<file path="src/logic/dopc_pkg.sv">
package dopc_pkg;
    localparam logic [7:0] DOPC_OFF_LUMA   = 8'h0c;
    localparam logic [7:0] DOPC_OFF_CHROMA = 8'h0d;
    localparam logic [7:0] DOPC_OFF_SKIP   = 8'h0e;
    localparam logic [7:0] DOPC_OFF_POWER  = 8'h0f;
    localparam logic [7:0] DOPC_OFF_STATUS = 8'h20;
    localparam logic [7:0] DOPC_RST_LUMA   = 8'h10;
    localparam logic [7:0] DOPC_RST_CHROMA = 8'h88;
    localparam logic [7:0] DOPC_RST_SKIP   = 8'h00;
    localparam logic [7:0] DOPC_RST_POWER  = 8'h00;
    localparam int DOPC_BIT_FORCE     = 0;
    localparam int DOPC_BIT_AUTO      = 1;
    localparam int DOPC_BIT_SKIP_EN   = 0;
    localparam int DOPC_BIT_PRIO      = 2;
    localparam int DOPC_BIT_REF_SAVE  = 3;
    localparam int DOPC_BIT_CG_SAVE   = 4;
    localparam int DOPC_BIT_SHUTDOWN  = 5;
    localparam int DOPC_BIT_REACQ     = 6;
    localparam int DOPC_BIT_CORE_RST  = 7;
    localparam int DOPC_CORE_RST_CYC  = 4;

    typedef enum logic [1:0] {
        DOPC_SAVE_FULL, DOPC_SAVE_COMPOSITE, DOPC_SAVE_DIGITAL, DOPC_SAVE_ALL
    } dopc_save_t;

    typedef struct packed {
        logic [7:0] y;
        logic [7:0] cr;
        logic [7:0] cb;
    } dopc_pix_t;

    typedef struct packed {
        logic       en;
        logic [1:0] mode;
        logic [3:0] rate;
    } dopc_skip_cfg_t;
endpackage : dopc_pkg

</file>
<file path="src/logic/dopc_field_skip.sv">
module dopc_field_skip
    import dopc_pkg::*;
(
    input  wire logic           i_clk,
    input  wire logic           i_rst_n,
    input  wire dopc_skip_cfg_t i_cfg,
    input  wire logic           i_field_start,
    input  wire logic           i_field_odd,
    output logic                o_pass
);
    dopc_skip_cfg_t cfg_q;
    logic [3:0]     cnt_q, cnt_d;
    logic           pass_q, pass_d;
    logic           in_frame_q, in_frame_d;
    logic           cfg_change;
    logic           frame_mode;
    logic           first_fld;
    logic           cand;

    assign cfg_change = (i_cfg != cfg_q);
    assign frame_mode = ~i_cfg.mode[1];
    // frame starts with odd when mode 01, even when 00
    assign first_fld  = (i_field_odd == i_cfg.mode[0]);
    // field modes: only the selected parity takes part in skipping
    assign cand       = frame_mode ? (first_fld | in_frame_q)
                                   : (i_field_odd == i_cfg.mode[0]);

    always_comb begin
        cnt_d      = cnt_q;
        pass_d     = pass_q;
        in_frame_d = in_frame_q;
        if (cfg_change) begin
            cnt_d      = 4'h0;
            pass_d     = 1'b1;
            in_frame_d = 1'b0;
        end else if (!i_cfg.en) begin
            pass_d = 1'b1;
        end else if (i_field_start) begin
            if (frame_mode && !first_fld && in_frame_q) begin
                in_frame_d = 1'b0; // second field follows its frame decision
            end else if (frame_mode && !first_fld) begin
                pass_d = 1'b0;
            end else if (cand) begin
                in_frame_d = frame_mode;
                if (cnt_q == i_cfg.rate) begin
                    pass_d = 1'b1;
                    cnt_d  = 4'h0;
                end else begin
                    pass_d = 1'b0;
                    cnt_d  = cnt_q + 4'h1;
                end
            end else begin
                pass_d = 1'b1; // other parity always output
            end
        end
    end

    always_ff @(posedge i_clk or negedge i_rst_n) begin
        if (!i_rst_n) begin
            cfg_q      <= '0;
            cnt_q      <= 4'h0;
            pass_q     <= 1'b1;
            in_frame_q <= 1'b0;
        end else begin
            cfg_q      <= i_cfg;
            cnt_q      <= cnt_d;
            pass_q     <= pass_d;
            in_frame_q <= in_frame_d;
        end
    end

    assign o_pass = pass_q;
endmodule : dopc_field_skip

</file>
<file path="src/logic/dopc_top.sv">
module dopc_top
    import dopc_pkg::*;
#(
    parameter int CORE_RST_CYC = DOPC_CORE_RST_CYC
) (
    input  wire logic       i_clk,
    input  wire logic       i_resetn,
    input  wire logic [7:0] i_addr,
    input  wire logic [7:0] i_wdata,
    input  wire logic       i_wr,
    input  wire logic       i_rd,
    output logic      [7:0] o_rdata,
    input  wire logic       i_lock,
    input  wire logic       i_pd_pin,
    input  wire logic       i_reacq_pin,
    input  wire dopc_pix_t  i_pix,
    input  wire logic       i_pix_valid,
    input  wire logic       i_field_start,
    input  wire logic       i_field_odd,
    output dopc_pix_t       o_pix,
    output logic            o_pix_valid,
    output logic      [1:0] o_save_mode_select,
    output logic            o_reference_save,
    output logic            o_clockgen_save,
    output logic            o_core_shutdown,
    output logic            o_pad_disable,
    output logic            o_reacquire_cmd,
    output logic            o_core_reset
);
    logic       rst_s1_q, rst_n_q;
    logic       lock_s1_q, lock_q;
    logic       pd_s1_q, pd_q;
    logic       rq_s1_q, rq_q;
    logic [7:0] luma_q;
    logic [7:0] chroma_q;
    logic [7:0] skip_q;
    logic [5:0] power_q;
    logic       reacq_q;
    logic       core_rst_q;
    logic [7:0] rst_cnt_q;
    logic [7:0] rdata_q;
    dopc_pix_t  pix_q;
    logic       pix_valid_q;

    logic           wr_luma, wr_chroma, wr_skip, wr_power;
    logic           force_default_out, auto_default_on_unlock, use_fill;
    logic [5:0]     luma_fill_value;
    logic [7:0]     chroma_fill_value;
    dopc_pix_t      fill_pix;
    dopc_skip_cfg_t skip_cfg;
    logic           field_pass;
    logic           shutdown;
    logic [7:0]     rd_mux;
    logic [7:0]     status;

    // reset release and pin synchronisers
    always_ff @(posedge i_clk or negedge i_resetn) begin
        if (!i_resetn) begin
            rst_s1_q <= 1'b0;
            rst_n_q  <= 1'b0;
        end else begin
            rst_s1_q <= 1'b1;
            rst_n_q  <= rst_s1_q;
        end
    end

    always_ff @(posedge i_clk or negedge rst_n_q) begin
        if (!rst_n_q) begin
            lock_s1_q <= 1'b0;
            lock_q    <= 1'b0;
            pd_s1_q   <= 1'b0;
            pd_q      <= 1'b0;
            rq_s1_q   <= 1'b0;
            rq_q      <= 1'b0;
        end else begin
            lock_s1_q <= i_lock;
            lock_q    <= lock_s1_q;
            pd_s1_q   <= i_pd_pin;
            pd_q      <= pd_s1_q;
            rq_s1_q   <= i_reacq_pin;
            rq_q      <= rq_s1_q;
        end
    end

    // address decode
    assign wr_luma   = i_wr && (i_addr == DOPC_OFF_LUMA);
    assign wr_chroma = i_wr && (i_addr == DOPC_OFF_CHROMA);
    assign wr_skip   = i_wr && (i_addr == DOPC_OFF_SKIP);
    assign wr_power  = i_wr && (i_addr == DOPC_OFF_POWER);

    // register file
    always_ff @(posedge i_clk or negedge rst_n_q) begin
        if (!rst_n_q) begin
            luma_q   <= DOPC_RST_LUMA;
            chroma_q <= DOPC_RST_CHROMA;
            skip_q   <= DOPC_RST_SKIP;
            power_q  <= DOPC_RST_POWER[5:0];
        end else begin
            if (wr_luma) begin
                luma_q <= i_wdata;
            end
            if (wr_chroma) begin
                chroma_q <= i_wdata;
            end
            if (wr_skip) begin
                skip_q <= {1'b0, i_wdata[6:0]};
            end
            if (wr_power) begin
                power_q <= i_wdata[5:0];
            end
        end
    end

    // self-clearing commands
    always_ff @(posedge i_clk or negedge rst_n_q) begin
        if (!rst_n_q) begin
            reacq_q    <= 1'b0;
            core_rst_q <= 1'b0;
            rst_cnt_q  <= 8'h00;
        end else begin
            reacq_q <= wr_power && i_wdata[DOPC_BIT_REACQ];
            if (wr_power && i_wdata[DOPC_BIT_CORE_RST]) begin
                core_rst_q <= 1'b1;
                rst_cnt_q  <= 8'(CORE_RST_CYC - 1);
            end else if (rst_cnt_q != 8'h00) begin
                rst_cnt_q <= rst_cnt_q - 8'h01;
            end else begin
                core_rst_q <= 1'b0;
            end
        end
    end

    // fill value selection
    assign force_default_out      = luma_q[DOPC_BIT_FORCE];
    assign auto_default_on_unlock = luma_q[DOPC_BIT_AUTO];
    assign luma_fill_value        = luma_q[7:2];
    assign chroma_fill_value      = chroma_q;
    assign use_fill = force_default_out | (auto_default_on_unlock & ~lock_q);
    assign fill_pix = {luma_fill_value, 2'b00,
                       chroma_fill_value[7:4], 4'h0,
                       chroma_fill_value[3:0], 4'h0};

    assign skip_cfg = {skip_q[DOPC_BIT_SKIP_EN], skip_q[2:1], skip_q[6:3]};

    dopc_field_skip u_skip (
        .i_clk         (i_clk),
        .i_rst_n       (rst_n_q),
        .i_cfg         (skip_cfg),
        .i_field_start (i_field_start),
        .i_field_odd   (i_field_odd),
        .o_pass        (field_pass)
    );

    // power control
    assign shutdown = power_q[DOPC_BIT_PRIO] ? power_q[DOPC_BIT_SHUTDOWN] : pd_q;

    // pixel output stage
    always_ff @(posedge i_clk or negedge rst_n_q) begin
        if (!rst_n_q) begin
            pix_q       <= '0;
            pix_valid_q <= 1'b0;
        end else begin
            pix_q       <= use_fill ? fill_pix : i_pix;
            pix_valid_q <= i_pix_valid && field_pass && !shutdown;
        end
    end

    // readback
    assign status = {5'h00, shutdown, lock_q, field_pass};
    assign rd_mux = (i_addr == DOPC_OFF_LUMA)   ? luma_q :
                    (i_addr == DOPC_OFF_CHROMA) ? chroma_q :
                    (i_addr == DOPC_OFF_SKIP)   ? skip_q :
                    (i_addr == DOPC_OFF_POWER)  ? {core_rst_q, reacq_q, power_q} :
                    (i_addr == DOPC_OFF_STATUS) ? status : 8'h00;

    always_ff @(posedge i_clk or negedge rst_n_q) begin
        if (!rst_n_q) begin
            rdata_q <= 8'h00;
        end else begin
            rdata_q <= i_rd ? rd_mux : 8'h00;
        end
    end

    assign o_rdata            = rdata_q;
    assign o_pix              = pix_q;
    assign o_pix_valid        = pix_valid_q;
    assign o_save_mode_select = power_q[1:0];
    assign o_reference_save   = power_q[DOPC_BIT_REF_SAVE];
    assign o_clockgen_save    = power_q[DOPC_BIT_CG_SAVE];
    assign o_core_shutdown    = shutdown;
    assign o_pad_disable      = shutdown;
    assign o_reacquire_cmd    = reacq_q | rq_q;
    assign o_core_reset       = core_rst_q;
endmodule : dopc_top

</file>
<file path="config.mk">
export PLATFORM = sky130hd
export DESIGN_NAME = dopc_top
export DESIGN_NICKNAME = d
export VERILOG_FILES = /design/src/logic/dopc_pkg.sv /design/src/logic/dopc_field_skip.sv /design/src/logic/dopc_top.sv
export SDC_FILE = /design/constraint.sdc
export NUM_CORES = 1
export LEC_CHECK = 0
export BUFFER_PORTS_ARGS = -buffer_cell sky130_fd_sc_hd__buf_2
export CAP_MARGIN = 40
export CORE_AREA = 2 2 87 89
export DETAILED_ROUTE_END_ITERATION = 8
export DIE_AREA = 0 0 89 91
export PLACE_DENSITY = 0.83
export REMOVE_ABC_BUFFERS = 1
export SLEW_MARGIN = 25
export SYNTH_ARGS = -nofsm -noshare
export SYNTH_HDL_FRONTEND = slang
export SYNTH_SLANG_ARGS = --single-unit
</file>
<file path="constraint.sdc">
create_clock -name i_clk -period 4.8 [get_ports i_clk]
set_clock_uncertainty 0.05 [all_clocks]
set_input_delay 1.44 -clock i_clk [delete_from_list [all_inputs] [get_ports i_clk]]
set_output_delay 1.44 -clock i_clk [all_outputs]
set_load 0.01 [all_outputs]
</file>
# Word level (Yosys, flattened, before mapping)
# Index checks and enable logic that the tools add are counted.
dict set report word_totals {
  wordCells 102
  inputBits 50
  regBits 93
}
dict set report op_classes {
  eq_ne 14
  n_reduce_logical 21
  n_mux 33
  bitwise 6
  n_addsub 2
}
# operator count
set op_table {}
lappend op_table {{$mux 8} 7}
lappend op_table {{$eq 8x4->1 const B} 4}
lappend op_table {{$mux 4} 7}
lappend op_table {{$mux 24} 1}
lappend op_table {{$mux 1} 17}
lappend op_table {{$logic_and 1x1->1} 10}
lappend op_table {{$eq 8x6->1 const B} 1}
lappend op_table {{$reduce_bool 2->1} 4}
lappend op_table {{$reduce_bool 8->1} 1}
lappend op_table {{$sub 8x1->8 const B} 1}
lappend op_table {{$ne 7x7->1} 1}
lappend op_table {{$ne 3x2->1 const B} 2}
lappend op_table {{$reduce_and 5->1} 1}
lappend op_table {{$add 4x1->4 const B} 1}
lappend op_table {{$eq 4x4->1} 1}
lappend op_table {{$ne 2x1->1 const B} 2}
lappend op_table {{$reduce_and 4->1} 1}
lappend op_table {{$mux 3} 1}
lappend op_table {{$ne 3x1->1 const B} 1}
lappend op_table {{$or 1x1->1} 3}
lappend op_table {{$reduce_bool 3->1} 1}
lappend op_table {{$logic_not 1->1} 2}
lappend op_table {{$ne 2x2->1 const B} 1}
lappend op_table {{$not 1->1} 2}
lappend op_table {{3 further kinds} 3}

# Logic depth before layout (Yosys ltp)
dict set report depth {
  depth_word 9
  ltp_mapped 6
  ltp_nobuf 6
}

# Modules after synthesis
# From an unflattened synthesis, not the netlist that was laid out.
dict set report hier_totals {
  hier_cells 292
  area_unflattened_um2 3976.3
}
# module seq_area_each_um2 instances area_each_um2 cells_per_inst
set by_module_without_submodules {}
lappend by_module_without_submodules {dopc_top 2005.7 1 3339.5 235}
lappend by_module_without_submodules {dopc_field_skip 326.6 1 636.9 57}

# Worst setup path before layout
# OpenSTA, ideal clock, no wires.
dict set report synth_path {
  path_kind {in2reg}
  from {input port i_addr[4]}
  to {register luma_q[0]}
  path_buffers 2
  t_arrival_ps 2674
  path_stages 6
  required_time_ps 4625
  setup_slack_ps 1951
  cell_sequence {or3_1 buf_6 nor2_8 buf_8 nand3_4 mux2_4}
}
dict set report synth_between {
  elab_chain_len 2
}
# item line_no
set synth_lines {}
lappend synth_lines {{start, declared} dopc_top.sv:8} ;# input wire logic [7:0] i_addr,
lappend synth_lines {{$eq 8x4->1} dopc_top.sv:86} ;# assign wr_luma = i_wr && (i_addr == DOPC_OFF_LUMA);
lappend synth_lines {{$logic_and 1x1->1} dopc_top.sv:86}
lappend synth_lines {{end signal, assigned} dopc_top.sv:100} ;# luma_q <= i_wdata;
lappend synth_lines {{end, declared} dopc_top.sv:34} ;# logic [7:0] luma_q;
# No other way between the ends.
# A chain may end at the register's enable or synchronous reset.

# Worst setup path after layout
dict set report layout_path {
  from {input port i_addr[4]}
  to {register chroma_q[2] (netlist: chroma_fill_value[2])}
}
dict set report layout_between {
  elab_chain_len 2
}
# item line_no
set layout_lines {}
lappend layout_lines {{$eq 8x4->1} dopc_top.sv:87} ;# assign wr_chroma = i_wr && (i_addr == DOPC_OFF_CHROMA);
lappend layout_lines {{$logic_and 1x1->1} dopc_top.sv:87}
lappend layout_lines {{end signal, assigned} dopc_top.sv:103} ;# chroma_q <= i_wdata;
lappend layout_lines {{end, declared} dopc_top.sv:35} ;# logic [7:0] chroma_q;
# No other way between the ends.

==> impl_metrics.xml <==
<?xml version="1.0" encoding="UTF-8"?>
<metrics>
  <group name="pwr">
    <metric name="pwr_density_cell" unit="mW/mm^2">348</metric>
    <metric name="total_power" unit="W">0.00165</metric>
    <metric name="ir_worst_vdd" unit="uV">188</metric>
    <metric name="p_leak" unit="nW">2.37</metric>
  </group>
  <group name="synthesis">
    <metric name="syn-instance-count" unit="">302</metric>
    <metric name="post_synth.cell_area_avg" unit="sq um">13.3</metric>
    <metric name="synth_enable_flop_cells" unit="">0</metric>
    <metric name="synth.distinct_cells" unit="">52</metric>
    <metric name="ys_dominant_reg_cell" unit="">sky130_fd_sc_hd__dfrtp_1</metric>
    <metric name="async_reset_ff_frac" unit="">1.00</metric>
    <metric name="syn_area" unit="sq mm">0.00401</metric>
    <metric name="ys_seq_elements" unit="">93</metric>
    <metric name="synth-seq-area-share" unit="">0.581</metric>
    <metric name="ys.warnings.count" unit="">0</metric>
  </group>
  <group name="job">
    <metric name="timing.max_cap.violations" unit="">0</metric>
  </group>
  <group name="worst_setup_path">
    <metric name="r2r_cells" unit="">6</metric>
    <metric name="reg2reg_setup_slack" unit="ns">2.83</metric>
    <metric name="criticalPathCategory" unit="">in2reg</metric>
    <metric name="critPathRequiredTime" unit="ns">5.00</metric>
    <metric name="critPathArrivalTime" unit="ns">2.97</metric>
    <metric name="critical_path.reg2reg.startpoint" unit="">rst_cnt_q[0]$_DFFE_PN0P_</metric>
    <metric name="type_of_origin_of_the_critical_path" unit="">input port</metric>
    <metric name="critPathMaxFanout" unit="">11</metric>
    <metric name="critPathCaptureType" unit="">flop</metric>
    <metric name="rr_endpoint" unit="">rst_cnt_q[1]$_DFFE_PN0P_</metric>
  </group>
  <group name="placed_design">
    <metric name="gpl.final_weighted_congestion" unit="">0.792</metric>
    <metric name="dp_hpwl" unit="mm">5.59</metric>
    <metric name="place_worst_setup_slack" unit="ns">1.64</metric>
    <metric name="buffer_ports.inserted" unit="">90</metric>
  </group>
  <group name="timing">
    <metric name="final-max-slew-violation-count" unit="">0</metric>
    <metric name="tightestPinTransition" unit="ns">0.712</metric>
    <metric name="total_setup_violations_reported_at_the_end_of_the_flow" unit="">0</metric>
    <metric name="timing.slew.headroom" unit="">0.524</metric>
    <metric name="post-route-worst-setup-slack" unit="ns">2.03</metric>
    <metric name="hold_fails_final_rpt" unit="">0</metric>
    <metric name="fin_crit_sh" unit="">0.578</metric>
    <metric name="rsz0062_at_grt" unit="">no</metric>
    <metric name="min_period" unit="ns">2.77</metric>
    <metric name="fin_tns_setup" unit="ns">0</metric>
    <metric name="maxClockFrequency" unit="MHz">361</metric>
  </group>
  <group name="clocking">
    <metric name="cts_buffers" unit="">9</metric>
    <metric name="ctsResizeCount" unit="">0</metric>
    <metric name="clock-root-buffer" unit="">sky130_fd_sc_hd__clkbuf_8</metric>
    <metric name="worst_skew_pair.late_latency" unit="ns">0.36</metric>
    <metric name="clock_tree.buffer_depth" unit="">2</metric>
    <metric name="cts.sink_count" unit="">93</metric>
    <metric name="worst_setup_hold_path_clk_slew" unit="ns">0.10</metric>
    <metric name="tritoncts" unit="">done</metric>
    <metric name="post-cts-setup-buffers" unit="">0</metric>
    <metric name="holdBufCountCts" unit="">0</metric>
    <metric name="level_count_of_the_clock_h_tree" unit="">3</metric>
  </group>
  <group name="global_routing">
    <metric name="global_route.overflow_total" unit="">0</metric>
    <metric name="grt_pass1_wl" unit="mm">12.9</metric>
    <metric name="first_global_vias" unit="">2712</metric>
    <metric name="initial_antenna_violation_count" unit="">0</metric>
    <metric name="grt_max_degree" unit="">55</metric>
    <metric name="global_route.usage.total" unit="">0.209</metric>
  </group>
  <group name="detailed_routing">
    <metric name="detailedRoute.firstPassIterationCount" unit="">4</metric>
    <metric name="detailroute.via_count" unit="">2650</metric>
    <metric name="drt_iter0_drc" unit="">132</metric>
    <metric name="routedWlPerCell" unit="um">15.6</metric>
    <metric name="drtAntennaViolNets" unit="">0</metric>
    <metric name="totalWireLength" unit="mm">7.76</metric>
    <metric name="routed_via_density" unit="">5.33</metric>
    <metric name="drc" unit="">0</metric>
  </group>
  <group name="floorplanning">
    <metric name="design.die.area" unit="sq mm">0.00810</metric>
    <metric name="num_io_pins" unit="">91</metric>
    <metric name="floorplan.die.height" unit="um">91</metric>
    <metric name="starting_density" unit="">0.562</metric>
    <metric name="chipWidth" unit="um">89</metric>
    <metric name="floorplan.rows" unit="">31</metric>
    <metric name="placeableCoreArea" unit="sq mm">0.00714</metric>
  </group>
  <group name="cells_and_area">
    <metric name="diodes" unit="">0</metric>
    <metric name="synthToLayoutAreaGrowth" unit="%">18.1</metric>
    <metric name="design.final.nets" unit="">446</metric>
    <metric name="drive_above_1_share" unit="">0.410</metric>
  </group>
  <group name="outcome">
    <metric name="status" unit="">completed</metric>
  </group>
  <group name="min_path">
    <metric name="worst_hold_path_type" unit="">reg2async</metric>
  </group>
</metrics>
## worst max-delay path, cell delays in order
cell                       delay, ns
sky130_fd_sc_hd__buf_2          0.11
sky130_fd_sc_hd__or3_1          0.54
sky130_fd_sc_hd__nor2_8         0.28
sky130_fd_sc_hd__nand4b_4       0.23
sky130_fd_sc_hd__mux2_1         0.38
## cell usage after synthesis (2+ instances only)
library cell | count | area, sq um
sky130_fd_sc_hd__mux4_2 | 4 | 90.1
sky130_fd_sc_hd__dfrtp_1 | 89 | 2230
sky130_fd_sc_hd__mux2_1 | 14 | 158
sky130_fd_sc_hd__o21ai_0 | 9 | 45.0
sky130_fd_sc_hd__dfstp_2 | 4 | 105
sky130_fd_sc_hd__o31ai_1 | 4 | 30.0
sky130_fd_sc_hd__mux2_4 | 8 | 120
sky130_fd_sc_hd__nand4_1 | 8 | 50.1
sky130_fd_sc_hd__a21oi_1 | 8 | 40.0
sky130_fd_sc_hd__and2_1 | 10 | 62.6
sky130_fd_sc_hd__or3_1 | 2 | 12.5
sky130_fd_sc_hd__nor2_1 | 13 | 48.8
sky130_fd_sc_hd__nor2b_1 | 3 | 18.8
sky130_fd_sc_hd__nand2_1 | 13 | 48.8
sky130_fd_sc_hd__buf_2 | 2 | 10.0
sky130_fd_sc_hd__nor3_1 | 2 | 10.0
sky130_fd_sc_hd__nand3_1 | 8 | 40.0
sky130_fd_sc_hd__nor4b_1 | 3 | 26.3
sky130_fd_sc_hd__buf_4 | 3 | 22.5
sky130_fd_sc_hd__nor3_2 | 2 | 20.0
sky130_fd_sc_hd__mux2_2 | 22 | 248
sky130_fd_sc_hd__xnor2_1 | 11 | 96.3
sky130_fd_sc_hd__inv_1 | 11 | 41.3
sky130_fd_sc_hd__mux2i_1 | 4 | 40.0
sky130_fd_sc_hd__a31oi_1 | 2 | 12.5
sky130_fd_sc_hd__clkbuf_1 | 3 | 11.3
sky130_fd_sc_hd__ha_1 | 3 | 37.5
sky130_fd_sc_hd__xor2_1 | 5 | 43.8
sky130_fd_sc_hd__and3_2 | 5 | 37.5
sky130_fd_sc_hd__nand3b_1 | 2 | 15.0
sky130_fd_sc_hd__or2_2 | 3 | 18.8
sky130_fd_sc_hd__a21o_1 | 2 | 15.0
## cell usage in the layout (no fill, tap or decap), types with 3 or more instances in the layout
master | netlist | layout
sky130_fd_sc_hd__and2_1 | 10 | 10
sky130_fd_sc_hd__buf_2 | 2 | 90
sky130_fd_sc_hd__dfrtp_1 | 89 | 88
sky130_fd_sc_hd__a21oi_1 | 8 | 7
sky130_fd_sc_hd__nand3_1 | 8 | 8
sky130_fd_sc_hd__and3_2 | 5 | 5
sky130_fd_sc_hd__mux4_2 | 4 | 4
sky130_fd_sc_hd__nor2_1 | 13 | 13
sky130_fd_sc_hd__clkinv_4 | 0 | 3
sky130_fd_sc_hd__nand2_1 | 13 | 13
sky130_fd_sc_hd__o21ai_0 | 9 | 9
sky130_fd_sc_hd__mux2_2 | 22 | 22
sky130_fd_sc_hd__o31ai_1 | 4 | 4
sky130_fd_sc_hd__nor2b_1 | 3 | 3
sky130_fd_sc_hd__mux2i_1 | 4 | 4
sky130_fd_sc_hd__nand4_1 | 8 | 8
sky130_fd_sc_hd__or2_2 | 3 | 3
sky130_fd_sc_hd__clkbuf_8 | 1 | 9
sky130_fd_sc_hd__mux2_4 | 8 | 8
sky130_fd_sc_hd__nor4b_1 | 3 | 3
sky130_fd_sc_hd__xor2_1 | 5 | 5
sky130_fd_sc_hd__xnor2_1 | 11 | 11
sky130_fd_sc_hd__dfstp_2 | 4 | 4
sky130_fd_sc_hd__mux2_1 | 14 | 14
sky130_fd_sc_hd__inv_1 | 11 | 11
sky130_fd_sc_hd__ha_1 | 3 | 3
## per-layer routing
metal | up-vias | share of wire | track usage | wire (um)
met5 | - | 0 | 0 | 0
met4 | 0 | 0.016 | 0.0796 | 125
met3 | 12 | 0.064 | 0.0545 | 498
met2 | 93 | 0.47 | 0.325 | 3680
met1 | 1299 | 0.45 | 0.281 | 3460
li1 | 1246 | - | - | -
## flip-flops by register name, summed over array words and instances, names as in the netlist, 4 cells and up
| signal | count |
|---|---|
| skip_q | 7 |
| u_skip.cnt_q | 4 |
| u_skip.cfg_q | 7 |
| chroma_fill_value | 8 |
| o_rdata | 8 |
| o_pix | 24 |
| luma_q | 8 |
| power_q | 6 |
| rst_cnt_q | 8 |
## power by group
| group | switching [W] | leakage (nW) | internal [W] |
|---|---|---|---|
| Combinational | 0.000127 | 1.09 | 0.000122 |
| Sequential | 0.0000549 | 1.19 | 0.000849 |
| Clock | 0.000295 | 0.0947 | 0.000200 |
| Total | 0.000477 | 2.37 | 0.00117 |
## kinds of logic (layout without fill, tap and decap cells)
logic type | count (synthesis) | in the layout | synth area share
other cells | 1 | 1 | 0.000934
flops | 93 | 93 | 0.581
mux | 52 | 52 | 0.163
compound gates | 31 | 31 | 0.0474
xor+xnor | 16 | 16 | 0.0349
buf+inv | 22 | 118 | 0.0312
simple gates | 84 | 84 | 0.132
fa+ha+maj | 3 | 3 | 0.00935
## worst max path at each step
| stage | start | to | slack (ns) |
|---|---|---|---|
| detailed placement | i_addr[4] | chroma_fill_value[2]$_DFFE_PN0P_ | 1.64 |
| floorplan | i_addr[4] | chroma_fill_value[0]$_DFFE_PN0P_ | 1.94 |
| global route | i_addr[4] | chroma_fill_value[0]$_DFFE_PN0P_ | 1.98 |
| CTS | power_q[2]$_DFFE_PN0N_ | o_pad_disable | 2.02 |
| global placement | i_addr[4] | chroma_fill_value[0]$_DFFE_PN0P_ | 1.70 |
| finish | i_addr[4] | chroma_fill_value[2]$_DFFE_PN0P_ | 2.03 |
## through the flow
stage / instances / util / area (sq um) / hold WS [ns]
global placement: 480 / 0.632 / 4510 / 0.283
CTS: 497 / 0.664 / 4740 / 0.278
floorplan: 291 / - / 3930 / 0.281
finish: 497 / 0.664 / 4740 / 0.262
detailed placement: 481 / 0.637 / 4550 / 0.267
global route: 497 / 0.664 / 4740 / 0.314
## area by class of cell
cell class	instances	area (sq um)
well taps	99	124
clock inverters	7	70.1
clock buffers	9	124
repair buffers	91	478
multi-input cells	187	1570
flip-flops and latches	93	2340
inverters	11	41.3
fillers	554	2400
Power figures use the tool's default switching activity.
